## src/ptpc_pkg.sv

```systemverilog
// constants shared by the periodic timer files
package ptpc_pkg;
    localparam int unsigned CNT_W      = 10;
    localparam int unsigned ADDR_W     = 8;
    localparam int unsigned CLK_MHZ    = 100;
    // register byte offsets
    localparam logic [7:0] OFS_CTL0    = 8'h00;
    localparam logic [7:0] OFS_CTL1    = 8'h04;
    localparam logic [7:0] OFS_COUNT   = 8'h08;
    localparam logic [7:0] OFS_CMP_A   = 8'h0c;
    localparam logic [7:0] OFS_CMP_P   = 8'h10;
    localparam logic [7:0] OFS_STATUS  = 8'h14;
    // control_word_zero fields
    localparam int unsigned C0_PAUSE   = 7;
    localparam int unsigned C0_CKSEL   = 4;
    localparam int unsigned C0_RUN     = 3;
    localparam int unsigned C0_CAPSEL  = 0;
    localparam logic [7:0]  C0_MASK    = 8'hfb;
    // control_word_one fields
    localparam int unsigned C1_MODE    = 6;
    localparam int unsigned C1_PFUNC   = 4;
    localparam int unsigned C1_INIT    = 3;
    localparam int unsigned C1_INV     = 2;
    localparam int unsigned C1_CLRSRC  = 0;
    localparam logic [7:0]  C1_MASK    = 8'hfd;
    // status fields, write one to clear
    localparam int unsigned ST_A_FLAG  = 0;
    localparam int unsigned ST_P_FLAG  = 1;
    // reset values
    localparam logic [7:0]  CTL_RST    = 8'h00;
    localparam logic [9:0]  CNT_RST    = 10'h000;
    // mode_select_bits encodings
    localparam logic [1:0]  MODE_CMP   = 2'h0;
    localparam logic [1:0]  MODE_CAP   = 2'h1;
    localparam logic [1:0]  MODE_PWM   = 2'h2;
    localparam logic [1:0]  MODE_TMR   = 2'h3;
    // pin_function_bits encodings
    localparam logic [1:0]  PF_00      = 2'h0;
    localparam logic [1:0]  PF_01      = 2'h1;
    localparam logic [1:0]  PF_10      = 2'h2;
    localparam logic [1:0]  PF_11      = 2'h3;
    // timer clock selects
    localparam logic [2:0]  CK_DIV4    = 3'h0;
    localparam logic [2:0]  CK_DIV1    = 3'h1;
    localparam logic [2:0]  CK_DIV16   = 3'h2;
    localparam logic [2:0]  CK_DIV64   = 3'h3;
    localparam logic [2:0]  CK_EXT_R   = 3'h6;
    localparam logic [2:0]  CK_EXT_F   = 3'h7;
    localparam logic [5:0]  PRE_RST    = 6'h00;
    // pin index of the synchronised inputs
    localparam int unsigned PIN_A      = 0;
    localparam int unsigned PIN_B      = 1;
    localparam int unsigned PIN_EXT    = 2;
    localparam logic [1:0]  RESP_OKAY  = 2'h0;
    localparam logic [1:0]  RESP_SLVERR = 2'h2;
endpackage

```

## src/ptpc_evt_if.sv

```systemverilog
// pin edges, clock select and timer tick between the timer modules
`timescale 1ns/1ps
interface ptpc_evt_if;
    logic [2:0] rise;
    logic [2:0] fall;
    logic [2:0] clk_sel;
    logic       tick;
    modport sync (output rise, output fall);
    modport tick_gen (input rise, input fall, input clk_sel, output tick);
    modport core (input rise, input fall, input tick, output clk_sel);
endinterface

```

## src/ptpc_top.sv

```systemverilog
// periodic timer: pwm, single pulse, capture and compare, axi4-lite regs
// Summary of operation
// - pwm period is compare_p_value, or 1024 counts when it is zero
// - duty at or above the period gives an output active all period
// - pwm counting continues while pin function forces the output level
// - clear_source_bit is ignored in pwm mode; period match clears
// - rising counter_run_bit starts the counter and the pulse leading edge
// - ext_clock_pin active edge sets counter_run_bit in single pulse mode
// - compare a match ends the pulse, clears run bit, raises an event
// - single pulse counter clears only on run rise; period, clear source unused
// - mode 01 is capture; capture_pin_select picks pin a, b or ext
// - pin function picks rising, falling, both; 11 blocks all captures
// - each selected edge copies the counter into compare_a_value, event
// - capture counter starts on run rise and counts while run is set and pause is clear
// - capture period match clears counter with event; zero gives full count
// - capture ignores clear source, init level, invert; no output
// - capture pin edges count even when that pin is driven as output
// - pwm init level sets active polarity, invert flips the output
`timescale 1ns/1ps
module ptpc_top (
    input  wire logic        I_SYS_CLK,
    input  wire logic        I_SYS_RST,
    input  wire logic [7:0]  I_AXI_AWADDR,
    input  wire logic        I_AXI_AWVALID,
    output logic             O_AXI_AWREADY,
    input  wire logic [31:0] I_AXI_WDATA,
    input  wire logic [3:0]  I_AXI_WSTRB,
    input  wire logic        I_AXI_WVALID,
    output logic             O_AXI_WREADY,
    output logic [1:0]       O_AXI_BRESP,
    output logic             O_AXI_BVALID,
    input  wire logic        I_AXI_BREADY,
    input  wire logic [7:0]  I_AXI_ARADDR,
    input  wire logic        I_AXI_ARVALID,
    output logic             O_AXI_ARREADY,
    output logic [31:0]      O_AXI_RDATA,
    output logic [1:0]       O_AXI_RRESP,
    output logic             O_AXI_RVALID,
    input  wire logic        I_AXI_RREADY,
    input  wire logic        I_TIMER_PIN_A,
    input  wire logic        I_TIMER_PIN_B,
    input  wire logic        I_EXT_CLOCK_PIN,
    output logic             O_TIMER_OUT,
    output logic             O_TIMER_OUT_EN_N,
    output logic             O_TIMER_EVENT
);
    typedef struct packed {
        logic        awready;
        logic        wready;
        logic        arready;
        logic        aw_got;
        logic        w_got;
        logic [7:0]  awaddr;
        logic [31:0] wdata;
        logic [3:0]  wstrb;
        logic        bvalid;
        logic [1:0]  bresp;
        logic        rvalid;
        logic [1:0]  rresp;
        logic [31:0] rdata;
        logic [7:0]  ctl0;
        logic [7:0]  ctl1;
        logic [9:0]  cnt;
        logic [9:0]  cmp_a;
        logic [9:0]  cmp_p;
        logic        a_flag;
        logic        p_flag;
        logic        run_prev;
        logic        cmp_lvl;
        logic        pin_out;
        logic        pin_en_n;
        logic        event_pulse;
    } ptpc_state_t;

    ptpc_state_t st_reg;
    ptpc_state_t st_next;

    ptpc_evt_if evt ();

    ptpc_sync u_sync (
        .i_clk  (I_SYS_CLK),
        .i_rst  (I_SYS_RST),
        .i_pins ({I_EXT_CLOCK_PIN, I_TIMER_PIN_B, I_TIMER_PIN_A}),
        .evt    (evt)
    );

    ptpc_tick u_tick (
        .i_clk (I_SYS_CLK),
        .i_rst (I_SYS_RST),
        .evt   (evt)
    );

    assign evt.clk_sel = st_reg.ctl0[ptpc_pkg::C0_CKSEL +: 3];

    // merge a write word into a register image under the byte strobes
    function automatic logic [31:0] merge(input logic [31:0] old,
                                          input logic [31:0] data,
                                          input logic [3:0]  strb);
        logic [31:0] m;
        m = {{8{strb[3]}}, {8{strb[2]}}, {8{strb[1]}}, {8{strb[0]}}};
        return (old & ~m) | (data & m);
    endfunction

    function automatic logic [31:0] read_word(input ptpc_state_t s,
                                              input logic [7:0]  a);
        unique case (a)
            ptpc_pkg::OFS_CTL0:   return {24'h000000, s.ctl0};
            ptpc_pkg::OFS_CTL1:   return {24'h000000, s.ctl1};
            ptpc_pkg::OFS_COUNT:  return {22'h000000, s.cnt};
            ptpc_pkg::OFS_CMP_A:  return {22'h000000, s.cmp_a};
            ptpc_pkg::OFS_CMP_P:  return {22'h000000, s.cmp_p};
            ptpc_pkg::OFS_STATUS: return {30'h00000000, s.p_flag, s.a_flag};
            default:              return 32'h00000000;
        endcase
    endfunction

    function automatic logic mapped(input logic [7:0] a);
        return (a == ptpc_pkg::OFS_CTL0) || (a == ptpc_pkg::OFS_CTL1) ||
               (a == ptpc_pkg::OFS_COUNT) || (a == ptpc_pkg::OFS_CMP_A) ||
               (a == ptpc_pkg::OFS_CMP_P) || (a == ptpc_pkg::OFS_STATUS);
    endfunction

    logic [1:0]  mode;
    logic [1:0]  pfunc;
    logic        run;
    logic        pause;
    logic        init_lvl;
    logic        invert;
    logic        clr_src;
    logic [1:0]  cap_sel;
    logic        single;
    logic        start;
    logic        cnt_en;
    logic [10:0] inc;
    logic [10:0] period;
    logic        p_hit;
    logic        a_hit;
    logic        cap_rise;
    logic        cap_fall;
    logic        cap_hit;
    logic        ext_edge;
    logic        active;
    logic [31:0] wword;
    logic        do_wr;
    logic [31:0] mword;

    assign mode     = st_reg.ctl1[ptpc_pkg::C1_MODE +: 2];
    assign pfunc    = st_reg.ctl1[ptpc_pkg::C1_PFUNC +: 2];
    assign init_lvl = st_reg.ctl1[ptpc_pkg::C1_INIT];
    assign invert   = st_reg.ctl1[ptpc_pkg::C1_INV];
    assign clr_src  = st_reg.ctl1[ptpc_pkg::C1_CLRSRC];
    assign run      = st_reg.ctl0[ptpc_pkg::C0_RUN];
    assign pause    = st_reg.ctl0[ptpc_pkg::C0_PAUSE];
    assign cap_sel  = st_reg.ctl0[ptpc_pkg::C0_CAPSEL +: 2];

    // both pin function bits high with mode 10 means single pulse
    assign single = (mode == ptpc_pkg::MODE_PWM) && (pfunc == ptpc_pkg::PF_11);
    assign start  = run & ~st_reg.run_prev;
    assign cnt_en = run & ~pause & evt.tick & ~start;
    assign inc    = {1'b0, st_reg.cnt} + 11'h001;
    // a zero period value lets the counter wrap after 1024 counts
    assign period = (st_reg.cmp_p == 10'h000) ? 11'h400
                                              : {1'b0, st_reg.cmp_p};
    assign p_hit  = cnt_en & (inc == period);
    assign a_hit  = cnt_en & (inc == {1'b0, st_reg.cmp_a});

    // capture source taken from the pin inputs, never from the driven output
    always_comb begin
        unique case (cap_sel)
            2'h0:    cap_rise = evt.rise[ptpc_pkg::PIN_A];
            2'h1:    cap_rise = evt.rise[ptpc_pkg::PIN_B];
            default: cap_rise = evt.rise[ptpc_pkg::PIN_EXT];
        endcase
        unique case (cap_sel)
            2'h0:    cap_fall = evt.fall[ptpc_pkg::PIN_A];
            2'h1:    cap_fall = evt.fall[ptpc_pkg::PIN_B];
            default: cap_fall = evt.fall[ptpc_pkg::PIN_EXT];
        endcase
    end

    always_comb begin
        unique case (pfunc)
            ptpc_pkg::PF_00: cap_hit = cap_rise;
            ptpc_pkg::PF_01: cap_hit = cap_fall;
            ptpc_pkg::PF_10: cap_hit = cap_rise | cap_fall;
            ptpc_pkg::PF_11: cap_hit = 1'b0;
        endcase
    end

    // the ext pin active edge follows the falling clock select
    assign ext_edge = (evt.clk_sel == ptpc_pkg::CK_EXT_F)
                    ? evt.fall[ptpc_pkg::PIN_EXT]
                    : evt.rise[ptpc_pkg::PIN_EXT];

    assign wword = st_reg.wdata;
    assign do_wr = st_reg.aw_got & st_reg.w_got & ~st_reg.bvalid;
    assign mword = merge(read_word(st_reg, st_reg.awaddr), wword,
                         st_reg.wstrb);

    always_comb begin
        st_next             = st_reg;
        st_next.event_pulse = 1'b0;
        st_next.run_prev    = run;

        // bus: address and data may arrive in either order
        if (I_AXI_AWVALID && st_reg.awready) begin
            st_next.aw_got = 1'b1;
            st_next.awaddr = I_AXI_AWADDR;
        end
        if (I_AXI_WVALID && st_reg.wready) begin
            st_next.w_got = 1'b1;
            st_next.wdata = I_AXI_WDATA;
            st_next.wstrb = I_AXI_WSTRB;
        end
        if (st_reg.bvalid && I_AXI_BREADY) begin
            st_next.bvalid = 1'b0;
        end
        if (do_wr) begin
            st_next.aw_got = 1'b0;
            st_next.w_got  = 1'b0;
            st_next.bvalid = 1'b1;
            st_next.bresp  = mapped(st_reg.awaddr) ? ptpc_pkg::RESP_OKAY
                                                   : ptpc_pkg::RESP_SLVERR;
            unique case (st_reg.awaddr)
                ptpc_pkg::OFS_CTL0:
                    st_next.ctl0 = mword[7:0] & ptpc_pkg::C0_MASK;
                ptpc_pkg::OFS_CTL1:
                    st_next.ctl1 = mword[7:0] & ptpc_pkg::C1_MASK;
                ptpc_pkg::OFS_CMP_A:
                    st_next.cmp_a = mword[9:0];
                ptpc_pkg::OFS_CMP_P:
                    st_next.cmp_p = mword[9:0];
                ptpc_pkg::OFS_STATUS: begin
                    if (st_reg.wstrb[0]) begin
                        st_next.a_flag = st_reg.a_flag & ~wword[ptpc_pkg::ST_A_FLAG];
                        st_next.p_flag = st_reg.p_flag & ~wword[ptpc_pkg::ST_P_FLAG];
                    end
                end
                default: ;
            endcase
        end
        if (st_reg.rvalid && I_AXI_RREADY) begin
            st_next.rvalid = 1'b0;
        end
        if (I_AXI_ARVALID && st_reg.arready) begin
            st_next.rvalid = 1'b1;
            st_next.rdata  = read_word(st_reg, I_AXI_ARADDR);
            st_next.rresp  = mapped(I_AXI_ARADDR) ? ptpc_pkg::RESP_OKAY
                                                  : ptpc_pkg::RESP_SLVERR;
        end

        // counter: every mode restarts from zero on a run rise
        if (start) begin
            st_next.cnt     = ptpc_pkg::CNT_RST;
            st_next.cmp_lvl = init_lvl;
        end else if (cnt_en) begin
            st_next.cnt = inc[9:0];
        end

        unique case (mode)
            ptpc_pkg::MODE_PWM: begin
                if (single) begin
                    // period and clear source play no part here
                    if (a_hit) begin
                        st_next.ctl0[ptpc_pkg::C0_RUN] = 1'b0;
                        st_next.a_flag                 = 1'b1;
                        st_next.event_pulse            = 1'b1;
                    end
                    if (ext_edge) begin
                        st_next.ctl0[ptpc_pkg::C0_RUN] = 1'b1;
                    end
                end else begin
                    if (p_hit) begin
                        st_next.cnt         = ptpc_pkg::CNT_RST;
                        st_next.p_flag      = 1'b1;
                        st_next.event_pulse = 1'b1;
                    end
                    if (a_hit) begin
                        st_next.a_flag      = 1'b1;
                        st_next.event_pulse = 1'b1;
                    end
                end
            end
            ptpc_pkg::MODE_CAP: begin
                if (p_hit) begin
                    st_next.cnt         = ptpc_pkg::CNT_RST;
                    st_next.p_flag      = 1'b1;
                    st_next.event_pulse = 1'b1;
                end
                // capture wins over a software write in the same cycle
                if (cap_hit) begin
                    st_next.cmp_a       = st_reg.cnt;
                    st_next.a_flag      = 1'b1;
                    st_next.event_pulse = 1'b1;
                end
            end
            default: begin
                // compare match and plain timer modes
                if (clr_src ? a_hit : p_hit) begin
                    st_next.cnt = ptpc_pkg::CNT_RST;
                end
                if (p_hit && !clr_src) begin
                    st_next.p_flag      = 1'b1;
                    st_next.event_pulse = 1'b1;
                end
                if (a_hit) begin
                    st_next.a_flag      = 1'b1;
                    st_next.event_pulse = 1'b1;
                    unique case (pfunc)
                        ptpc_pkg::PF_01: st_next.cmp_lvl = 1'b0;
                        ptpc_pkg::PF_10: st_next.cmp_lvl = 1'b1;
                        ptpc_pkg::PF_11: st_next.cmp_lvl = ~st_reg.cmp_lvl;
                        default:         ;
                    endcase
                end
            end
        endcase

        // output pin; duty at or above the period keeps cnt below duty
        active = 1'b0;
        unique case (mode)
            ptpc_pkg::MODE_PWM: begin
                unique case (pfunc)
                    ptpc_pkg::PF_00: active = 1'b0;
                    ptpc_pkg::PF_01: active = 1'b1;
                    ptpc_pkg::PF_10: active = st_next.cnt < st_reg.cmp_a;
                    ptpc_pkg::PF_11: active = st_next.ctl0[ptpc_pkg::C0_RUN];
                endcase
                st_next.pin_out  = (active ? init_lvl : ~init_lvl) ^ invert;
                st_next.pin_en_n = 1'b0;
            end
            ptpc_pkg::MODE_CMP: begin
                st_next.pin_out  = st_next.cmp_lvl ^ invert;
                st_next.pin_en_n = 1'b0;
            end
            default: begin
                st_next.pin_out  = 1'b0;
                st_next.pin_en_n = 1'b1;
            end
        endcase

        // one write and one read outstanding at a time
        st_next.awready = ~st_next.aw_got & ~st_next.bvalid;
        st_next.wready  = ~st_next.w_got & ~st_next.bvalid;
        st_next.arready = ~st_next.rvalid;
    end

    always_ff @(posedge I_SYS_CLK) begin
        if (I_SYS_RST) begin
            st_reg          <= '0;
            st_reg.ctl0     <= ptpc_pkg::CTL_RST;
            st_reg.ctl1     <= ptpc_pkg::CTL_RST;
            st_reg.pin_en_n <= 1'b1;
        end else begin
            st_reg <= st_next;
        end
    end

    assign O_AXI_AWREADY    = st_reg.awready;
    assign O_AXI_WREADY     = st_reg.wready;
    assign O_AXI_BVALID     = st_reg.bvalid;
    assign O_AXI_BRESP      = st_reg.bresp;
    assign O_AXI_ARREADY    = st_reg.arready;
    assign O_AXI_RVALID     = st_reg.rvalid;
    assign O_AXI_RDATA      = st_reg.rdata;
    assign O_AXI_RRESP      = st_reg.rresp;
    assign O_TIMER_OUT      = st_reg.pin_out;
    assign O_TIMER_OUT_EN_N = st_reg.pin_en_n;
    assign O_TIMER_EVENT    = st_reg.event_pulse;
endmodule // ptpc_top

```

## src/ptpc_sync.sv

```systemverilog
// two-stage synchronisers and edge detect for the three timer pins
`timescale 1ns/1ps
module ptpc_sync (
    input  wire logic       i_clk,
    input  wire logic       i_rst,
    input  wire logic [2:0] i_pins,
    ptpc_evt_if.sync        evt
);
    typedef struct packed {
        logic [2:0] s1;
        logic [2:0] s2;
        logic [2:0] s3;
    } ptpc_sync_t;

    ptpc_sync_t st_reg;
    ptpc_sync_t st_next;

    always_comb begin
        st_next    = st_reg;
        st_next.s1 = i_pins;
        st_next.s2 = st_reg.s1;
        st_next.s3 = st_reg.s2;
    end

    always_ff @(posedge i_clk) begin
        if (i_rst) begin
            st_reg <= '0;
        end else begin
            st_reg <= st_next;
        end
    end

    // edges look at stages two and three only
    for (genvar g = 0; g < 3; g++) begin : g_edge
        assign evt.rise[g] = st_reg.s2[g] & ~st_reg.s3[g];
        assign evt.fall[g] = ~st_reg.s2[g] & st_reg.s3[g];
    end
endmodule // ptpc_sync

```

## src/ptpc_tick.sv

```systemverilog
// timer clock select: prescaled system clock or external pin edges
`timescale 1ns/1ps
module ptpc_tick (
    input  wire logic i_clk,
    input  wire logic i_rst,
    ptpc_evt_if.tick_gen evt
);
    typedef struct packed {
        logic [5:0] pre;
        logic       tick;
    } ptpc_tick_t;

    ptpc_tick_t st_reg;
    ptpc_tick_t st_next;

    always_comb begin
        st_next     = st_reg;
        st_next.pre = st_reg.pre + 6'h01;
        unique case (evt.clk_sel)
            ptpc_pkg::CK_DIV1:  st_next.tick = 1'b1;
            ptpc_pkg::CK_DIV16: st_next.tick = (st_reg.pre[3:0] == 4'hf);
            ptpc_pkg::CK_DIV64: st_next.tick = (st_reg.pre == 6'h3f);
            ptpc_pkg::CK_EXT_R: st_next.tick = evt.rise[ptpc_pkg::PIN_EXT];
            ptpc_pkg::CK_EXT_F: st_next.tick = evt.fall[ptpc_pkg::PIN_EXT];
            // other internal sources fall back to a divide by four
            default:  st_next.tick = (st_reg.pre[1:0] == 2'h3);
        endcase
    end

    always_ff @(posedge i_clk) begin
        if (i_rst) begin
            st_reg <= '0;
        end else begin
            st_reg <= st_next;
        end
    end

    assign evt.tick = st_reg.tick;
endmodule // ptpc_tick

```

## config.mk

```make
export PLATFORM = sky130hd
export DESIGN_NAME = ptpc_top
export DESIGN_NICKNAME = d
export VERILOG_FILES = /design/src/ptpc_pkg.sv /design/src/ptpc_evt_if.sv /design/src/ptpc_top.sv /design/src/ptpc_sync.sv /design/src/ptpc_tick.sv
export SDC_FILE = /design/constraint.sdc
export NUM_CORES = 1
export LEC_CHECK = 0
export ABC_AREA = 0
export BUFFER_PORTS_ARGS = -buffer_cell sky130_fd_sc_hd__buf_2
export CORE_MARGIN = 2
export CORE_UTILIZATION = 28
export CTS_BUF_LIST = sky130_fd_sc_hd__clkbuf_8
export DETAILED_ROUTE_END_ITERATION = 8
export MAX_ROUTING_LAYER = met4
export PLACE_DENSITY = 0.43
export SLEW_MARGIN = 5
export SYNTH_ARGS = -nofsm -noshare
export SYNTH_HDL_FRONTEND = slang
export SYNTH_SLANG_ARGS = --single-unit
```

## constraint.sdc

```tcl
create_clock -name I_SYS_CLK -period 5.74 [get_ports I_SYS_CLK]
set_input_delay 0.861 -clock I_SYS_CLK [delete_from_list [all_inputs] [get_ports I_SYS_CLK]]
set_output_delay 0.861 -clock I_SYS_CLK [all_outputs]
set_load 0.005 [all_outputs]
```

# [Word-level counts from Yosys, hierarchy flattened]
# Index checks and enable logic that the tools add are counted.
[classes] add_sub_neg=2 n_lt_le_gt_ge=1 n_eq_ne=26 n_mux=60 bitwise=43 reduce_logical=28
[op_table] op="$pmux W10 S6" count=2
[op_table] op="$mux W10" count=9
[op_table] op="$mux W35" count=1
[op_table] op="$eq A8 B4 Y1 const B" count=4
[op_table] op="$eq A8 B5 Y1 const B" count=4
[op_table] op="$mux W1" count=27
[op_table] op="$mux W22" count=1
[op_table] op="$and A10 B10 Y10" count=2
[op_table] op="$pmux W10 S2" count=1
[op_table] op="$and A1 B1 Y1" count=18
[op_table] op="$not A1 Y1" count=18
[op_table] op="$eq A8 B3 Y1 const B" count=2
[op_table] op="$logic_not A8 Y1" count=2
[op_table] op="$mux W12" count=1
[op_table] op="$add A10 B1 Y11 const B" count=1
[op_table] op="$eq A11 B10 Y1" count=1
[op_table] op="$eq A11 B11 Y1" count=1
[op_table] op="$mux W11" count=1
[op_table] op="$logic_not A10 Y1" count=1
[op_table] op="$logic_or A1 B1 Y1" count=10
[op_table] op="$lt A10 B10 Y1" count=1
[op_table] op="$mux W2" count=5
[op_table] op="$not A10 Y10" count=1
[op_table] op="$or A10 B10 Y10" count=1
[op_table] op="other kinds (23)" count=45
[totals] ff_bits=130 in_bits=62 out_inout_bits=44 word_cells=191

# [Logic depth before layout (Yosys ltp)]
[logic_depth] depth_word=15 ltp_mapped=21 depth_no_buf=20

# [Modules after synthesis]
# Synthesis repeated with hierarchy kept, for this count alone.
[unflattened] hier_cells=835 area_unflattened_um2=6538.8
[by_module_without_submodules] mod="ptpc_top" n_inst=1 cells_each=781 area_each_um2=5970.7 seq_area_each_um2=1801.7
[by_module_without_submodules] mod="ptpc_tick" n_inst=1 cells_each=30 area_each_um2=294.0 seq_area_each_um2=140.1
[by_module_without_submodules] mod="ptpc_sync" n_inst=1 cells_each=24 area_each_um2=274.0 seq_area_each_um2=180.2

# [Worst setup path before layout]
# No wires, ideal clock.
[synth_path] path_type="register -> register" startpoint="register st_reg[28] in the netlist's numbering" endpoint="register st_reg, in the netlist O_TIMER_OUT" t_arrival_ps=4636 path_slack_ps=982 path_stages_with_launch=22 period_less_slack_ps=4758 path_cell_list="dfxtp_1 ha_1 nand3_1 or3_1 xor2_1 a2111o_1 nor4_2 nand3_1 nand3_1 clkbuf_1 nor2_1 ha_1 a21o_1 a21o_1 a2111oi_0 o21ai_0 and3_1 o21a_1 o221ai_2 nand3b_1 nor3_1 nor3b_2"
[synth_lines] item="from (decl)" line="ptpc_top.sv:75" source="ptpc_state_t st_reg;"
[synth_lines] item="from (signal assigned)" line="ptpc_top.sv:355" source="st_reg <= st_next;"

==> flow_summary.json <==
{
  "clockPowerShare_pct": 35.7,
  "postLayoutCellArea_sq_mm": 0.00706,
  "gr-total-overflow": 0,
  "syn_inst": 839,
  "die_area_sq_mm": 0.0243,
  "cts_resized": 0,
  "synth_common_cells": "dfxtp_1 (106), nand2_1 (102), nor2_1 (96), a21oi_1 (85), clkbuf_1 (41)",
  "outcome": "finished, final reports clean",
  "slew_violations": 0,
  "io_pins": 106,
  "hold_end": "u_sync.st_next[2]",
  "fin_crit_ps": 5180,
  "cp-startpoint": "st_reg[28]",
  "die_h_um": 156,
  "die_x_um": 156,
  "firstDrtPassIters": 8,
  "tns_ps": 0,
  "wl_um": 20400,
  "p_comb_share_pct": 7.7,
  "clk_latency_ps": 410,
  "yosysSeqAreaShare_pct": 32.9,
  "numCtsBuffers": 9,
  "synth.most_common_cell": "dfxtp_1",
  "cp-end-kind": "flop",
  "synth_edf_count": 0,
  "synth_largest_area_cell": "dfxtp_1",
  "reg2reg_from": "st_reg[28]",
  "avgSynthCellArea_sq_um": 7.69,
  "p_int_mw": 0.964,
  "worstSetupPathType": "flop to flop",
  "fp-row-count": 55,
  "slew_headroom_pct": 47.7,
  "ys_ff_latch": 106,
  "critPathRequiredTime_ps": 6030,
  "diodes": 0,
  "grt_pass1_wl_um": 31600,
  "dp_cells": 1137,
  "io_buffers": 57,
  "dp_hpwl_um": 15300,
  "grtUsageTotal_pct": 17.4,
  "cts_root_buffer": "clkbuf_8",
  "hold-path-cell-count": 1,
  "p_sw_share_pct": 29.0,
  "rsz0062_at_grt": "no",
  "area_growth_pct": 9.38,
  "grt_start_max_net_pins": 56,
  "setup_viol": 0,
  "rrSetupSlack_ps": 560,
  "hold_viol": 0,
  "cts_max_level": 3,
  "ys.flop_type": "dfxtp_1",
  "grt_antenna_before_repair": 0,
  "final.setup_skew_ps": 18.4,
  "ys_types": 71,
  "path_max_fanout": 11,
  "hold_start": "u_sync.st_next[5]",
  "remaining_drc_errors": 0,
  "synth_area_leaders": "dfxtp_1 (33%), a21oi_1 (6.6%), nand2_1 (5.9%)",
  "synth.cell_area_sq_mm": 0.00645,
  "drt_iter0_drc": 373,
  "cts_sinks": 106,
  "core_area_sq_mm": 0.0226,
  "tightest_slew_ps": 784,
  "fmax_ghz": 0.193,
  "path_clk_slew_ps": 120,
  "drtAntennaViolNets": 0,
  "largest_reg_flops": 46,
  "setup_ws_ps": 556,
  "start_util_pct": 28.5,
  "ctsHoldBuffers": 0,
  "ir_drop_mv": 0.103,
  "gp_congestion": 0.854,
  "instances_no_fill": 1153,
  "ys_warn_count": 0,
  "viasPerCell": 5.01,
  "switching_power_mw": 0.393,
  "reg2reg_depth": 22,
  "vias": 5777,
  "rr_endpoint": "O_TIMER_OUT",
  "cts_setup_buffers": 0,
  "cts.path.max_buffers": 2,
  "fin_crit_sh_pct": 90.3,
  "cp.arrival_ps": 5470,
  "holdCritPathClass": "flop to flop",
  "ys_async_sr_fraction_pct": 0,
  "p_seq_share_pct": 56.5,
  "power.density_mw_per_mm2": 192,
  "leakagePower_nw": 2.64,
  "drv_cap": 0,
  "post-place-ws_ps": 568,
  "totalPowerFinal_mw": 1.36,
  "first_global_vias": 5456,
  "num-nets-final": 939,
  "final_layout_size_suffix_gt1_share_pct": 14.2,
  "post_drt_wl_per_cell_um": 17.7,
  "postPlaceCellArea_sq_mm": 0.00685,
  "cp-start-kind": "flop",
  "cts_tree": "built",
  "hold_slack_ps": 448,
  "final_util_pct": 31.2,
  "synth_top_area_share_pct": 32.9
}
-- power by group through the flow --
stage | clock [mW] | sequential (mW) | combinational (mW)
after floorplan | 0 | 0.777 | 0.0889
after global placement | 0 | 0.784 | 0.106
after detailed placement | 0 | 0.784 | 0.106
after CTS | 0.509 | 0.768 | 0.106
after global routing | 0.535 | 0.770 | 0.119
final | 0.485 | 0.767 | 0.105
-- cell families after synthesis --
| logic type | Yosys count | share of synthesized area (%) |
|---|---|---|
| adders and majority gates | 14 | 2.71 |
| DFF | 106 | 32.9 |
| buffers and inverters | 110 | 8.72 |
| xor gates and xnor gates | 39 | 5.51 |
| muxes | 31 | 5.10 |
| and+or+nand+nor | 344 | 25.8 |
| AOI/OAI and AO/OA | 194 | 19.2 |
| other | 1 | 0.0581 |
-- how the worst max path moves through the flow --
stage                     cells past startpoint          end
final                                        22  O_TIMER_OUT
after global placement                       22  O_TIMER_OUT
after global routing                         22  O_TIMER_OUT
after CTS                                    22  O_TIMER_OUT
after detailed placement                     22  O_TIMER_OUT
after floorplan                              21  O_TIMER_OUT
-- layout make-up --
| class | count | area, sq um |
|---|---|---|
| Clock buffer | 9 | 124 |
| Clock inverter | 7 | 80.1 |
| Fill cell | 2462 | 15600 |
| Inverter | 24 | 90.1 |
| Multi-Input combinational cell | 646 | 3860 |
| Sequential cell | 106 | 2120 |
| Tap cell | 285 | 357 |
| Timing Repair Buffer | 76 | 430 |
-- per-layer routing --
layer	up-vias	global-route usage [%]	routed length, um
li1	2931	-	-
met1	2706	23.3	9810
met2	124	28.1	9590
met3	16	2.58	805
met4	0	3.41	187
met5	-	-	0
-- layout by cell type (no fill, tap or decap), types with 9 or more instances in the layout --
cell,netlist,final
nand2b_1,13,13
nor3_1,31,31
conb_1,1,24
inv_1,23,23
nor2_1,96,96
nand2_1,102,102
and3_1,12,12
o21ai_0,24,24
xnor2_1,25,25
ha_1,14,14
a21oi_1,85,85
nor2b_1,23,23
buf_4,37,20
a22oi_1,13,13
xor2_1,13,13
mux2i_1,16,16
buf_2,3,56
mux2_2,15,15
nand3_1,20,20
a211oi_1,20,20
dfxtp_1,106,106
clkbuf_8,0,9
-- critical path, stage by stage, from the launching register on --
cell and delay (ps):
dfxtp_1 520, ha_1 400, nand3_1 100, or3_1 420
xor2_1 200, a2111o_1 360, nor4_2 260, buf_4 190
a22oi_1 90, nand3_1 210, buf_4 220, nor2_1 70
ha_1 190, a21o_1 160, a21o_1 170, a2111oi_1 460
o21ai_0 180, and3_1 200, o21a_1 130, nor3b_1 180
nand3b_1 150, o21ai_1 70, nor3b_2 160
(Power assumes the default switching activity.)
